--- src/nsx_map.svh ---
// Opcode patterns, field positions and constants for the swap/test/xor datapath
`ifndef NSX_MAP_SVH
`define NSX_MAP_SVH
`define NSX_OP_SWAPW_PAT   16'h3800
`define NSX_OP_SWAPW_MASK  16'hFE00
`define NSX_OP_TEST_PAT    16'h2200
`define NSX_OP_TEST_MASK   16'hFE00
`define NSX_OP_XORF_PAT    16'h1A00
`define NSX_OP_XORF_MASK   16'hFE00
`define NSX_OP_XORW_PAT    16'h1800
`define NSX_OP_XORW_MASK   16'hFE00
`define NSX_OP_XORL_PAT    16'h7F00
`define NSX_OP_XORL_MASK   16'hFF00
`define NSX_ADDR_MSB       8
`define NSX_LIT_MSB        7
`define NSX_ACC_RST        8'h00
`define NSX_ZERO_RST       1'b0
`define NSX_BYTE_ZERO      8'h00
`define NSX_T0_COUNT_ADDR  9'h000
`endif

--- src/nsx_pkg.sv ---
// Types shared by the swap/test/xor datapath
`default_nettype none
package nsx_pkg;
    typedef enum logic [2:0] {
        NSX_NONE  = 3'b000,
        NSX_SWAPW = 3'b001,
        NSX_TEST  = 3'b011,
        NSX_XORF  = 3'b010,
        NSX_XORW  = 3'b110,
        NSX_XORL  = 3'b111
    } nsx_op_t;
    typedef struct packed {
        logic        we;
        logic [8:0]  addr;
        logic [7:0]  data;
    } nsx_mem_wr_t;
endpackage : nsx_pkg
`default_nettype wire

--- src/nsx_alu.sv ---
// Single-cycle execution datapath for nibble swap, zero test and exclusive OR
`timescale 1ns/1ps
`default_nettype none
`include "nsx_map.svh"
module nsx_alu (
    input  wire logic              ref_clk_in,           // Core clock, 250 MHz
    input  wire logic              sys_rst_in,           // Synchronous reset, active high
    input  wire logic              op_valid_in,          // Decoded opcode present this cycle
    input  wire logic [15:0]       opcode_in,            // Opcode from fetch/decode
    input  wire logic [7:0]        mem_rdata_in,         // Data read at mem_addr_out
    input  wire logic              t0_expire_in,         // Prescaler about to expire
    output logic [8:0]             mem_addr_out,         // Operand address (combinational)
    output nsx_pkg::nsx_mem_wr_t   mem_wr_out,           // Registered data memory write
    output logic [7:0]             acc_out,              // Accumulator
    output logic                   zero_flag_out,        // Zero status flag
    output logic                   t0_presc_clr_out,     // Prescaler reset pulse
    output logic                   t0_inc_block_out,     // Suppress timer increment
    output logic                   op_hit_out            // Opcode belongs to this block
);
    import nsx_pkg::*;

    // Pattern match used by all five decodes
    function automatic logic op_match(input logic [15:0] op, input logic [15:0] pat,
                                      input logic [15:0] mask);
        op_match = ((op & mask) == pat);
    endfunction : op_match

    // Zero detect shared by test and xor paths
    function automatic logic is_zero(input logic [7:0] v);
        is_zero = (v == `NSX_BYTE_ZERO);
    endfunction : is_zero

    nsx_op_t     op_sel;          // Decoded operation
    logic [8:0]  operand_addr;    // Data memory operand address
    logic [7:0]  immediate_byte;  // Literal byte
    logic [7:0]  swap_val;        // Nibble-swapped operand
    logic [7:0]  xor_mem_val;     // Operand xor accumulator
    logic [7:0]  xor_lit_val;     // Immediate xor accumulator
    logic [7:0]  acc_r;           // Accumulator register
    logic [7:0]  acc_nxt;         // Accumulator next value
    logic        zero_r;          // Zero flag register
    logic        zero_nxt;        // Zero flag next value
    nsx_mem_wr_t wr_r;            // Write port register
    nsx_mem_wr_t wr_nxt;          // Write port next value
    logic        t0_hit;          // Test aimed at timer count

    // Operand fields straight from the opcode
    assign operand_addr   = opcode_in[`NSX_ADDR_MSB:0];
    assign immediate_byte = opcode_in[`NSX_LIT_MSB:0];
    assign mem_addr_out   = operand_addr;

    // Decode; only valid opcodes select an operation
    assign op_sel = !op_valid_in ? NSX_NONE :
        op_match(opcode_in, `NSX_OP_SWAPW_PAT, `NSX_OP_SWAPW_MASK) ? NSX_SWAPW :
        op_match(opcode_in, `NSX_OP_TEST_PAT,  `NSX_OP_TEST_MASK)  ? NSX_TEST  :
        op_match(opcode_in, `NSX_OP_XORF_PAT,  `NSX_OP_XORF_MASK)  ? NSX_XORF  :
        op_match(opcode_in, `NSX_OP_XORW_PAT,  `NSX_OP_XORW_MASK)  ? NSX_XORW  :
        op_match(opcode_in, `NSX_OP_XORL_PAT,  `NSX_OP_XORL_MASK)  ? NSX_XORL  :
        NSX_NONE;
    assign op_hit_out = (op_sel != NSX_NONE);

    // Datapath results
    assign swap_val    = {mem_rdata_in[3:0], mem_rdata_in[7:4]};
    assign xor_mem_val = mem_rdata_in ^ acc_r;
    assign xor_lit_val = immediate_byte ^ acc_r;

    // Timer side effects are combinational so they hit the same cycle
    assign t0_hit           = (op_sel == NSX_TEST) && (operand_addr == `NSX_T0_COUNT_ADDR);
    assign t0_presc_clr_out = t0_hit;
    assign t0_inc_block_out = t0_hit && t0_expire_in;

    // Next-state selection per operation
    always_comb begin
        acc_nxt  = acc_r;
        zero_nxt = zero_r;
        wr_nxt   = '0; // Idle port shows zeros, never stale operands
        case (op_sel)
            NSX_SWAPW: begin
                acc_nxt = swap_val;
            end
            NSX_TEST: begin
                // Write back the value read: no net change
                wr_nxt.we   = 1'b1;
                wr_nxt.addr = operand_addr;
                wr_nxt.data = mem_rdata_in;
                zero_nxt  = is_zero(mem_rdata_in);
            end
            NSX_XORF: begin
                wr_nxt.we   = 1'b1;
                wr_nxt.addr = operand_addr;
                wr_nxt.data = xor_mem_val;
                zero_nxt    = is_zero(xor_mem_val);
            end
            NSX_XORW: begin
                acc_nxt  = xor_mem_val;
                zero_nxt = is_zero(xor_mem_val);
            end
            NSX_XORL: begin
                acc_nxt  = xor_lit_val;
                zero_nxt = is_zero(xor_lit_val);
            end
            default: begin
                acc_nxt = acc_r; // Not ours: hold state
            end
        endcase
    end

    // State registers
    always_ff @(posedge ref_clk_in) begin
        if (sys_rst_in) begin
            acc_r  <= `NSX_ACC_RST;
            zero_r <= `NSX_ZERO_RST;
            wr_r   <= '0;
        end else begin
            acc_r  <= acc_nxt;
            zero_r <= zero_nxt;
            wr_r   <= wr_nxt;
        end
    end

    assign acc_out       = acc_r;
    assign zero_flag_out = zero_r;
    assign mem_wr_out    = wr_r;

    // Checks: most look one edge after the op, where its registered result stands

    // Swap places the exchanged nibbles in the accumulator
    chk_swap_acc: assert property (@(posedge ref_clk_in) disable iff (sys_rst_in)
        op_sel == NSX_SWAPW |=> acc_r == {$past(mem_rdata_in[3:0]), $past(mem_rdata_in[7:4])})
        else $error("swap result wrong");

    // Swap writes nothing and leaves the zero flag alone
    chk_swap_quiet: assert property (@(posedge ref_clk_in) disable iff (sys_rst_in)
        op_sel == NSX_SWAPW |=> !wr_r.we && $stable(zero_r))
        else $error("swap touched memory or flag");

    // Test writes back exactly the value read and keeps the accumulator
    chk_test_wb: assert property (@(posedge ref_clk_in) disable iff (sys_rst_in)
        op_sel == NSX_TEST |=> wr_r.we && wr_r.data == $past(mem_rdata_in) && $stable(acc_r))
        else $error("test write-back wrong");

    // Test write-back goes to the tested location
    chk_test_addr: assert property (@(posedge ref_clk_in) disable iff (sys_rst_in)
        op_sel == NSX_TEST |=> wr_r.addr == $past(opcode_in[`NSX_ADDR_MSB:0]))
        else $error("test write address wrong");

    // Test sets zero exactly when the location holds zero
    chk_test_zero: assert property (@(posedge ref_clk_in) disable iff (sys_rst_in)
        op_sel == NSX_TEST |=> zero_r == ($past(mem_rdata_in) == 8'h00))
        else $error("test zero flag wrong");

    // Prescaler clear follows the raw opcode, independent of the decode chain
    chk_t0_clear: assert property (@(posedge ref_clk_in) disable iff (sys_rst_in)
        t0_presc_clr_out == (op_valid_in
            && ((opcode_in & `NSX_OP_TEST_MASK) == `NSX_OP_TEST_PAT)
            && opcode_in[`NSX_ADDR_MSB:0] == `NSX_T0_COUNT_ADDR))
        else $error("prescaler clear wrong");

    // No prescaler clear from any other operation
    chk_t0_other: assert property (@(posedge ref_clk_in) disable iff (sys_rst_in)
        op_sel != NSX_TEST |-> !t0_presc_clr_out)
        else $error("prescaler cleared outside a test");

    // A pending increment that meets the clear is suppressed
    chk_t0_block: assert property (@(posedge ref_clk_in) disable iff (sys_rst_in)
        t0_presc_clr_out && t0_expire_in |-> t0_inc_block_out)
        else $error("timer increment not suppressed");

    // Suppression never happens without both the clear and a pending increment
    chk_t0_only: assert property (@(posedge ref_clk_in) disable iff (sys_rst_in)
        t0_inc_block_out |-> t0_presc_clr_out && t0_expire_in)
        else $error("timer increment suppressed without cause");

    // Xor into memory writes the result and keeps the accumulator
    chk_xorf_mem: assert property (@(posedge ref_clk_in) disable iff (sys_rst_in)
        op_sel == NSX_XORF |=> wr_r.we && wr_r.data == ($past(mem_rdata_in) ^ $past(acc_r))
            && $stable(acc_r))
        else $error("xor to memory wrong");

    // Xor into memory flags a zero result
    chk_xorf_zero: assert property (@(posedge ref_clk_in) disable iff (sys_rst_in)
        op_sel == NSX_XORF |=> zero_r == (wr_r.data == `NSX_BYTE_ZERO))
        else $error("xor to memory zero flag wrong");

    // Xor into the accumulator leaves memory untouched
    chk_xorw_acc: assert property (@(posedge ref_clk_in) disable iff (sys_rst_in)
        op_sel == NSX_XORW |=> !wr_r.we && acc_r == ($past(mem_rdata_in) ^ $past(acc_r)))
        else $error("xor to accumulator wrong");

    // Xor into the accumulator clears zero on a nonzero result
    chk_xorw_zero: assert property (@(posedge ref_clk_in) disable iff (sys_rst_in)
        op_sel == NSX_XORW |=> zero_r == (acc_r == `NSX_BYTE_ZERO))
        else $error("xor to accumulator zero flag wrong");

    // Xor with the immediate byte lands in the accumulator
    chk_xorl_acc: assert property (@(posedge ref_clk_in) disable iff (sys_rst_in)
        op_sel == NSX_XORL |=> acc_r == ($past(opcode_in[7:0]) ^ $past(acc_r)))
        else $error("xor immediate wrong");

    // Xor with the immediate byte flags a zero result
    chk_xorl_zero: assert property (@(posedge ref_clk_in) disable iff (sys_rst_in)
        op_sel == NSX_XORL |=> zero_r == (acc_r == 8'h00))
        else $error("xor zero flag wrong");

    // Xor with the immediate byte never writes memory
    chk_xorl_quiet: assert property (@(posedge ref_clk_in) disable iff (sys_rst_in)
        op_sel == NSX_XORL |=> !wr_r.we)
        else $error("xor immediate wrote memory");

    // Opcodes that are not ours, or not valid, change nothing
    chk_idle_hold: assert property (@(posedge ref_clk_in) disable iff (sys_rst_in)
        op_sel == NSX_NONE |=> !wr_r.we && $stable(acc_r) && $stable(zero_r))
        else $error("foreign opcode changed state");
endmodule : nsx_alu
`default_nettype wire

--- config.mk ---
export PLATFORM = sky130hd
export DESIGN_NAME = nsx_alu
export DESIGN_NICKNAME = d
export VERILOG_FILES = /design/src/nsx_pkg.sv /design/src/nsx_alu.sv
export VERILOG_INCLUDE_DIRS = /design/src /design/src/src
export SDC_FILE = /design/constraint.sdc
export NUM_CORES = 1
export LEC_CHECK = 0
export BUFFER_PORTS_ARGS = -buffer_cell sky130_fd_sc_hd__buf_2
export CORE_ASPECT_RATIO = 0.8
export CORE_MARGIN = 3
export CORE_UTILIZATION = 41
export CTS_CLUSTER_SIZE = 40
export DETAILED_ROUTE_END_ITERATION = 6
export PLACE_DENSITY_LB_ADDON = 0.15
export SLEW_MARGIN = 20
export SYNTH_ARGS = -nofsm -noshare
export SYNTH_HDL_FRONTEND = slang
export SYNTH_SLANG_ARGS = --single-unit
--- constraint.sdc ---
create_clock -name ref_clk_in -period 1.8 [get_ports ref_clk_in]
set_input_delay 0.09 -clock ref_clk_in [delete_from_list [all_inputs] [get_ports ref_clk_in]]
set_output_delay 0.09 -clock ref_clk_in [all_outputs]
set_load 0.03 [all_outputs]
[Word level (Yosys, flattened, before mapping)]
Index checks and enable logic that the tools add are counted.
Storage, ports and cells
  output and inout bits: 39
  bits of input ports: 28
  logic and storage cells: 36
  bits in registers: 27
Operators by class
  muxes and demuxes: 9
  equal/unequal tests: 10
  bitwise logic cells: 2
  reduce and logical (&&, ||, !) cells: 10
Operator list (number)
  case mux 18 bit (2 select lines): 1
  logical NOT 8 bit: 3
  case mux 8 bit (3 select lines): 1
  two-way mux 3 bit: 6
  XOR 8 bit: 2
  == test 7 x 4 -> 1 bit (second input constant): 2
  == test 7 x 5 -> 1 bit (second input constant): 2
  logical NOT 9 bit: 1
  nonzero test 3 bit: 3
  == test 8 x 7 -> 1 bit (second input constant): 1
  == test 3 x 2 -> 1 bit (second input constant): 2
  == test 3 bit (second input constant): 2
  == test 3 x 1 -> 1 bit (second input constant): 1
  case mux 1 bit (3 select lines): 1
  logical AND 1 bit: 2
  OR reduction 2 bit: 1

[Longest topological paths before layout]
Gate-level depths: netlist of the first run.
  depth in word-level cells: 10
  depth in mapped cells: 8
  gate-level depth less buffers: 6

[Least setup slack after synthesis of the first run]
Ideal clock, no wire load.
  kind: input port to output port
  from: in opcode_in[10]
  to: out t0_inc_block_out
  required time: 1.710 ns
  slack: -0.394 ns
  data arrival time: 2.104 ns
  cell stages on the path: 7
  buffers on the path: 2
  path through: or4b_1 -> or2_1 -> and2_4 -> buf_6 -> buf_6 -> nor3_2 -> and2_1
On the way
  word-level cells in the longest chain between the ends: 10
  elaborated cells on any way between the ends: 14
  classes of those cells: eq/ne: 6; mux: 6; reduce/logical: 2
Ends and longest elaborated chain
  start: declaration: line nsx_alu.sv:9  | input wire logic [15:0] opcode_in,
  == test 8 x 7 -> 1 bit: line nsx_alu.sv:25  | op_match = ((op & mask) == pat);
  two-way mux 3 bit: line nsx_alu.sv:58  | op_match(opcode_in, `NSX_OP_XORL_PAT, `NSX_OP_XORL_MASK) ? NSX_XORL :
  two-way mux 3 bit: line nsx_alu.sv:57  | op_match(opcode_in, `NSX_OP_XORW_PAT, `NSX_OP_XORW_MASK) ? NSX_XORW :
  two-way mux 3 bit: line nsx_alu.sv:56  | op_match(opcode_in, `NSX_OP_XORF_PAT, `NSX_OP_XORF_MASK) ? NSX_XORF :
  two-way mux 3 bit: line nsx_alu.sv:55  | op_match(opcode_in, `NSX_OP_TEST_PAT, `NSX_OP_TEST_MASK) ? NSX_TEST :
  two-way mux 3 bit (*): line nsx_alu.sv:54  | op_match(opcode_in, `NSX_OP_SWAPW_PAT, `NSX_OP_SWAPW_MASK) ? NSX_SWAPW :
  two-way mux 3 bit (*): line nsx_alu.sv:53  | assign op_sel = !op_valid_in ? NSX_NONE :
  == test 3 x 2 -> 1 bit (*): line nsx_alu.sv:68  | assign t0_hit = (op_sel == NSX_TEST) && (operand_addr == `NSX_T0_COUNT_ADDR);
  logical AND 1 bit (*): line nsx_alu.sv:68
  net t0_presc_clr_out: line nsx_alu.sv:16  | output logic t0_presc_clr_out,
  logical AND 1 bit (*): line nsx_alu.sv:70  | assign t0_inc_block_out = t0_hit && t0_expire_in;
  end: declaration: line nsx_alu.sv:17  | output logic t0_inc_block_out,
The timed path passes the listed nets; every way through them passes the cells marked *.

[Worst setup path after layout of the first run]
  from: in opcode_in[10]
  to: out t0_inc_block_out
On the way
  word-level cells in the longest chain between the ends: 10
  elaborated cells on any way between the ends: 14
  classes of those cells: eq/ne: 6; mux: 6; reduce/logical: 2
Ends and longest elaborated chain (line)
  == test 8 x 7 -> 1 bit: nsx_alu.sv:25
  two-way mux 3 bit: nsx_alu.sv:58
  two-way mux 3 bit: nsx_alu.sv:57
  two-way mux 3 bit: nsx_alu.sv:56
  two-way mux 3 bit: nsx_alu.sv:55
  two-way mux 3 bit (*): nsx_alu.sv:54
  two-way mux 3 bit (*): nsx_alu.sv:53
  == test 3 x 2 -> 1 bit (*): nsx_alu.sv:68
  logical AND 1 bit (*): nsx_alu.sv:68
  logical AND 1 bit (*): nsx_alu.sv:70
Mark *: on every way between the ends. The rest lies on a longest branch, timed or not.

==> flow_summary.toml, run 1 <==
[outcome]
status = "completed"

[clocking]
cts-htree-levels = 1
cts_buffers = 3
cts_buffer_depth = 2
path_clk_slew_ns = 0.10
clk_latency_ns = 0.28
cts_sinks = 27
post_cts_buffers = 0
cts_tree = "yes"
cts-root-buf = "clkbuf_8"

[sta]
rsz0062_at_grt = "false"
period_minus_slack_ns = 1.73
finalHoldViolations = 0
maxSlewViolCount = 0
finalSetupViolCount = 0
finalCritPeriodShare = 0.960
finClkSkew_ns = 0.00671
max_freq_mhz = 579
slew_headroom = 0.721
tightest_slew_ns = 0.419
setup_ws_ns = 0.0718

[worst_setup_path]
cp.arrival_ns = 1.64
path_class = "primary input to primary output"
endpoint_kind = "primary output"
required_ns = 1.71
crit_path_start_kind = "primary input"
cp_max_fo = 8

[routing]
route.detailed.drc = 0
wl_per_cell_um = 13.4
dr.first_iter.drc_count = 55
postRouteAntennaNets = 0
avgViaCountPerCell = 5.04
drt_first_pass_iters = 4
routed_wl_um = 4120
vias = 1553

[global_routing]
grt_pass1_wl_um = 6860
grt_pass1_vias = 1396
antenna_found_initial = 0
grt_use_total = 0.175
grt.overflow.total = 0
grt_max_degree = 17

[synthesis]
synth_top_family_by_area = "simple AND/OR/NAND/NOR gates"
synthTopCellsByArea = "dfxtp_1 33%, xor2_1 8.6%, nand2_1 4.6%"
synth.yosys.seq_area_share = 0.331
synth.top_cell.area_share = 0.331
synth_fa_ha_area_frac = 0
syn_inst = 195
syn-num-nets = 223
synth_xor_area_frac = 0.129
ys_types = 40
syn_avg_cell_area_um2 = 8.39
synth.area.mux_share = 0.0191
yosysTopAreaCell = "dfxtp_1"
synth_compound_area_frac = 0.191
syn-cell-area_um2 = 1640
yosys.area_share.simple = 0.233
yosys_warnings = 0
synth-seq-cells = 27

[power]
p_int_mw = 0.831
total_power_mw = 1.15
p_clk_frac = 0.314
switching_share = 0.277
seqPwrFrac = 0.524
p_per_area_nw_per_um2 = 550
p_comb_frac = 0.162
p_leak_nw = 0.961
switchingPower_mw = 0.319
ir_worst_vdd_mv = 0.286

[cells_and_area]
diodes = 0
fillers = 381
final_cell_mix = "66 x buf_2, 27 x dfxtp_1, 20 x nand2_1"
fin_nets = 285
layout_commonest_cell = "buf_2"
syn_to_final_growth_pct = 27.8
utilization = 0.574
drive_above_1_share = 0.383

[die]
chipWidth_um = 76.6
die_h_um = 62.5
initial_utilization = 0.450
die_area_um2 = 4790
coreArea_um2 = 3640
num_rows = 19
num_io_pins = 67

[place]
pre_cts_ws_ns = -0.135
gp_congestion = 0.836
port-buffer-count = 66
hpwlAfterDp_um = 3190

[hold_path]
hold_class = "primary input to register"

[flow_run]
drv_cap = 0
## registers in the layout (all words and copies together), names as in the netlist
register,count
acc_out,8
mem_wr_out,18
zero_flag_out,1
## area by class of cell
class | count | area [um^2] | share of cell area
multi-input cells | 141 | 968 | 0.463
flip-flops and latches | 27 | 541 | 0.259
repair buffers | 81 | 455 | 0.218
well taps | 52 | 65.1 | 0.0311
clock buffers | 3 | 41.3 | 0.0198
inverters | 3 | 11.3 | 0.00539
clock inverters | 1 | 7.51 | 0.00359
## cell usage after synthesis, drive strengths merged
master and count:
mux2i 2, nor4 3, nor2 11, and4 1
or2 2, clkbuf 11, and3b 1, and2 10
nand2 21, or4b 1, o311ai 8, xnor2 8
a21boi 7, a21oi 10, nor4b 2, dfxtp 27
mux2 1, xor2 16, o21ai 9, inv 3
buf 13, nand4b 1, nor3 6, a211oi 8
and3 1, or3b 1, nand3 5, nand4 3
a311oi 1, o211ai 1, o21a 1
## through the flow
stage / cell area, um^2 / hold WS (ns) / setup TNS (ns) / cells
after floorplan: 1640 / 0.159 / -0.0853 / 195
after global placement: 2020 / 0.364 / -0.866 / 304
after detailed placement: 2020 / 0.360 / -0.986 / 304
after CTS: 2070 / 0.0506 / 0 / 308
after global routing: 2090 / 0.0777 / 0 / 308
final: 2090 / 0.0754 / 0 / 308
## routing by layer
layer | up-vias | track usage | share of wire
met4 | 0 | 0.0407 | 0.0070
met3 | 2 | 0.0432 | 0.053
met2 | 43 | 0.273 | 0.45
met1 | 710 | 0.243 | 0.49
met5 | - | 0 | 0
li1 | 798 | - | -
## power by group through the flow
stage	Sequential (mW)	Combinational, mW	Clock [mW]
after global placement	0.616	0.182	0
after detailed placement	0.616	0.183	0
after floorplan	0.621	0.116	0
final	0.602	0.186	0.361
after CTS	0.603	0.183	0.378
after global routing	0.603	0.203	0.401
## worst paths after layout
check | from | endpoint | slack, ns | cells past startpoint
max | opcode_in[10] | t0_inc_block_out | 0.07 | 7
min | sys_rst_in | zero_flag_out | 0.08 | 2
max reg2reg | acc_out[4] | zero_flag_out | 0.37 | 6
min reg2reg | zero_flag_out | zero_flag_out | 0.56 | 2
## critical path: stages
cell,delay (ns)
buf_2,0.10
or4b_1,0.54
or2_4,0.26
and2_4,0.19
nor3_4,0.13
and2_4,0.15
buf_2,0.18
## kinds of logic (layout without fill, tap and decap cells)
kind of cell / Yosys count / in the layout
multiplexers: 3 / 3
AO/OA/AOI/OAI: 45 / 45
buffers and inverters: 27 / 88
flip-flops: 27 / 27
AND/OR/NAND/NOR: 69 / 69
XOR/XNOR: 24 / 24
## repair_timing
action / CTS / global route
endpoints found under the setup margin: 1 / 2
cloned: 0 / 0
hold buffers: 0 / 0
gates resized for setup: 1 / 3
No activity file was read; power rests on OpenSTA's default activity.
==> run 2, diff against run 1 <==
- CORE_ASPECT_RATIO: 0.8 -> unset
- REMOVE_ABC_BUFFERS: unset -> 1
- clock period: 1.8 -> 2.2 ns (I/O delays scaled with it)
==> flow_summary.toml, run 2 (synthesis gave the netlist of run 1 again) <==
[cells_and_area]
fillers = 394
fin_nets = 276
drive_above_1_share = 0.340
layout_commonest_cell = "buf_2"
diodes = 0
syn_to_final_growth_pct = 20.4
utilization = 0.526
largest_reg_flops = 18
final-seq-area_um2 = 541
multi_input_area_um2 = 936
final_cell_mix = "66 x buf_2, 27 x dfxtp_1, 20 x nand2_1"

[sta]
rsz0062_at_grt = "false"
period_minus_slack_ns = 1.94
setup_ws_ns = 0.257
finClkSkew_ns = 0.00213
slew_headroom = 0.797
maxSlewViolCount = 0
max_freq_mhz = 515
finalHoldViolations = 0
holdWs_ns = 0.0820
tightest_slew_ns = 0.302
finalSetupViolCount = 0
finalCritPeriodShare = 0.883

[routing]
vias = 1519
wl_per_cell_um = 13.8
avgViaCountPerCell = 5.15
postRouteAntennaNets = 0
route.detailed.drc = 0
drt_first_pass_iters = 4
routed_wl_um = 4080
dr.first_iter.drc_count = 87

[die]
coreArea_um2 = 3740
die_area_um2 = 4780
die_h_um = 69.2
num_io_pins = 67
initial_utilization = 0.437
num_rows = 22
chipWidth_um = 69.2

[worst_setup_path]
r2r-start = "acc_out[5]"
required_ns = 2.09
endpoint_kind = "primary output"
r2r_cells = 6
r2r_setup_slack_ns = 0.77
cp_max_fo = 26
crit_path_start_kind = "primary input"
cp.arrival_ns = 1.83
r2r_end = "zero_flag_out"
path_class = "primary input to primary output"

[global_routing]
antenna_found_initial = 0
grt_pass1_vias = 1449
grt.overflow.total = 0
grt_pass1_wl_um = 6970
grt_use_total = 0.174
grt_max_degree = 27

[clocking]
holdBufCountCts = 0
post_cts_buffers = 0
cts_tree = "yes"
cts_buffers = 3
cts-htree-levels = 1
cts-root-buf = "clkbuf_8"
cts_sinks = 27
clk_latency_ns = 0.27
path_clk_slew_ns = 0.09
cts_buffer_depth = 2
cts_resized = 0

[hold_path]
holdPathStages = 2
min_to = "zero_flag_out"
hp-start = "sys_rst_in"
hold_class = "primary input to register"

[power]
p_leak_nw = 0.886
ir_worst_vdd_mv = 0.207
p_per_area_nw_per_um2 = 469

[place]
pre_cts_ws_ns = 0.234
gp_congestion = 0.806
hpwlAfterDp_um = 3140
port-buffer-count = 66

[outcome]
status = "completed"

[flow_run]
drv_cap = 0
-- run 2: cell count changes in the layout (fill, tap and decap cells not counted), sizes merged --
cell and delta:
buf -9, clkinvlp -1, clkbuf +1
-- run 2: per-stage QoR --
step	setup TNS [ns]	cells	power, mW	area, um^2
5_1_grt	0	295	0.964	1970
3_3_place_gp	0	291	0.649	1920
3_5_place_dp	0	291	0.649	1920
6_report	0	295	0.924	1970
2_1_floorplan	-0.00346	171	0.555	1490
4_1_cts	0	295	0.930	1970
-- run 2: cell type report --
class / instances / share of cell area
Inverter: 3 / 0.00572
Multi-Input combinational cell: 141 / 0.476
Timing Repair Buffer: 72 / 0.191
Tap cell: 48 / 0.0305
Sequential cell: 27 / 0.275
Clock buffer: 4 / 0.0229
-- run 2: metal layers --
layer  GRT usage  wire [um]  vias to the layer above  share of wire
met5           0          0                        -              0
met4      0.0521         59                        0          0.014
met3      0.0321        162                        6          0.040
met2       0.293       1960                       38           0.48
met1       0.225       1900                      701           0.47
li1            -          -                      774              -
-- run 2: worst max path at each step --
stage | startpoint | to | cells past startpoint | slack (ns)
6_report | opcode_in[10] | t0_inc_block_out | 7 | 0.26
5_1_grt | opcode_in[10] | t0_inc_block_out | 7 | 0.14
4_1_cts | opcode_in[10] | t0_inc_block_out | 7 | 0.24
3_5_place_dp | opcode_in[10] | acc_out[1] | 8 | 0.23
3_3_place_gp | opcode_in[10] | t0_inc_block_out | 7 | 0.26
2_1_floorplan | opcode_in[10] | t0_inc_block_out | 5 | -0.003
-- run 2: worst max-delay path: stages --
cell	delay (ns)
buf_2	0.11
or4b_1	0.53
or2_1	0.30
and2_4	0.25
nor3_2	0.21
and2_1	0.14
buf_2	0.18
-- run 2: report_power, final --
part,switching [mW],internal [mW]
sequential,0.00253,0.490
combinational,0.0890,0.0555
clock,0.157,0.130
total,0.248,0.676
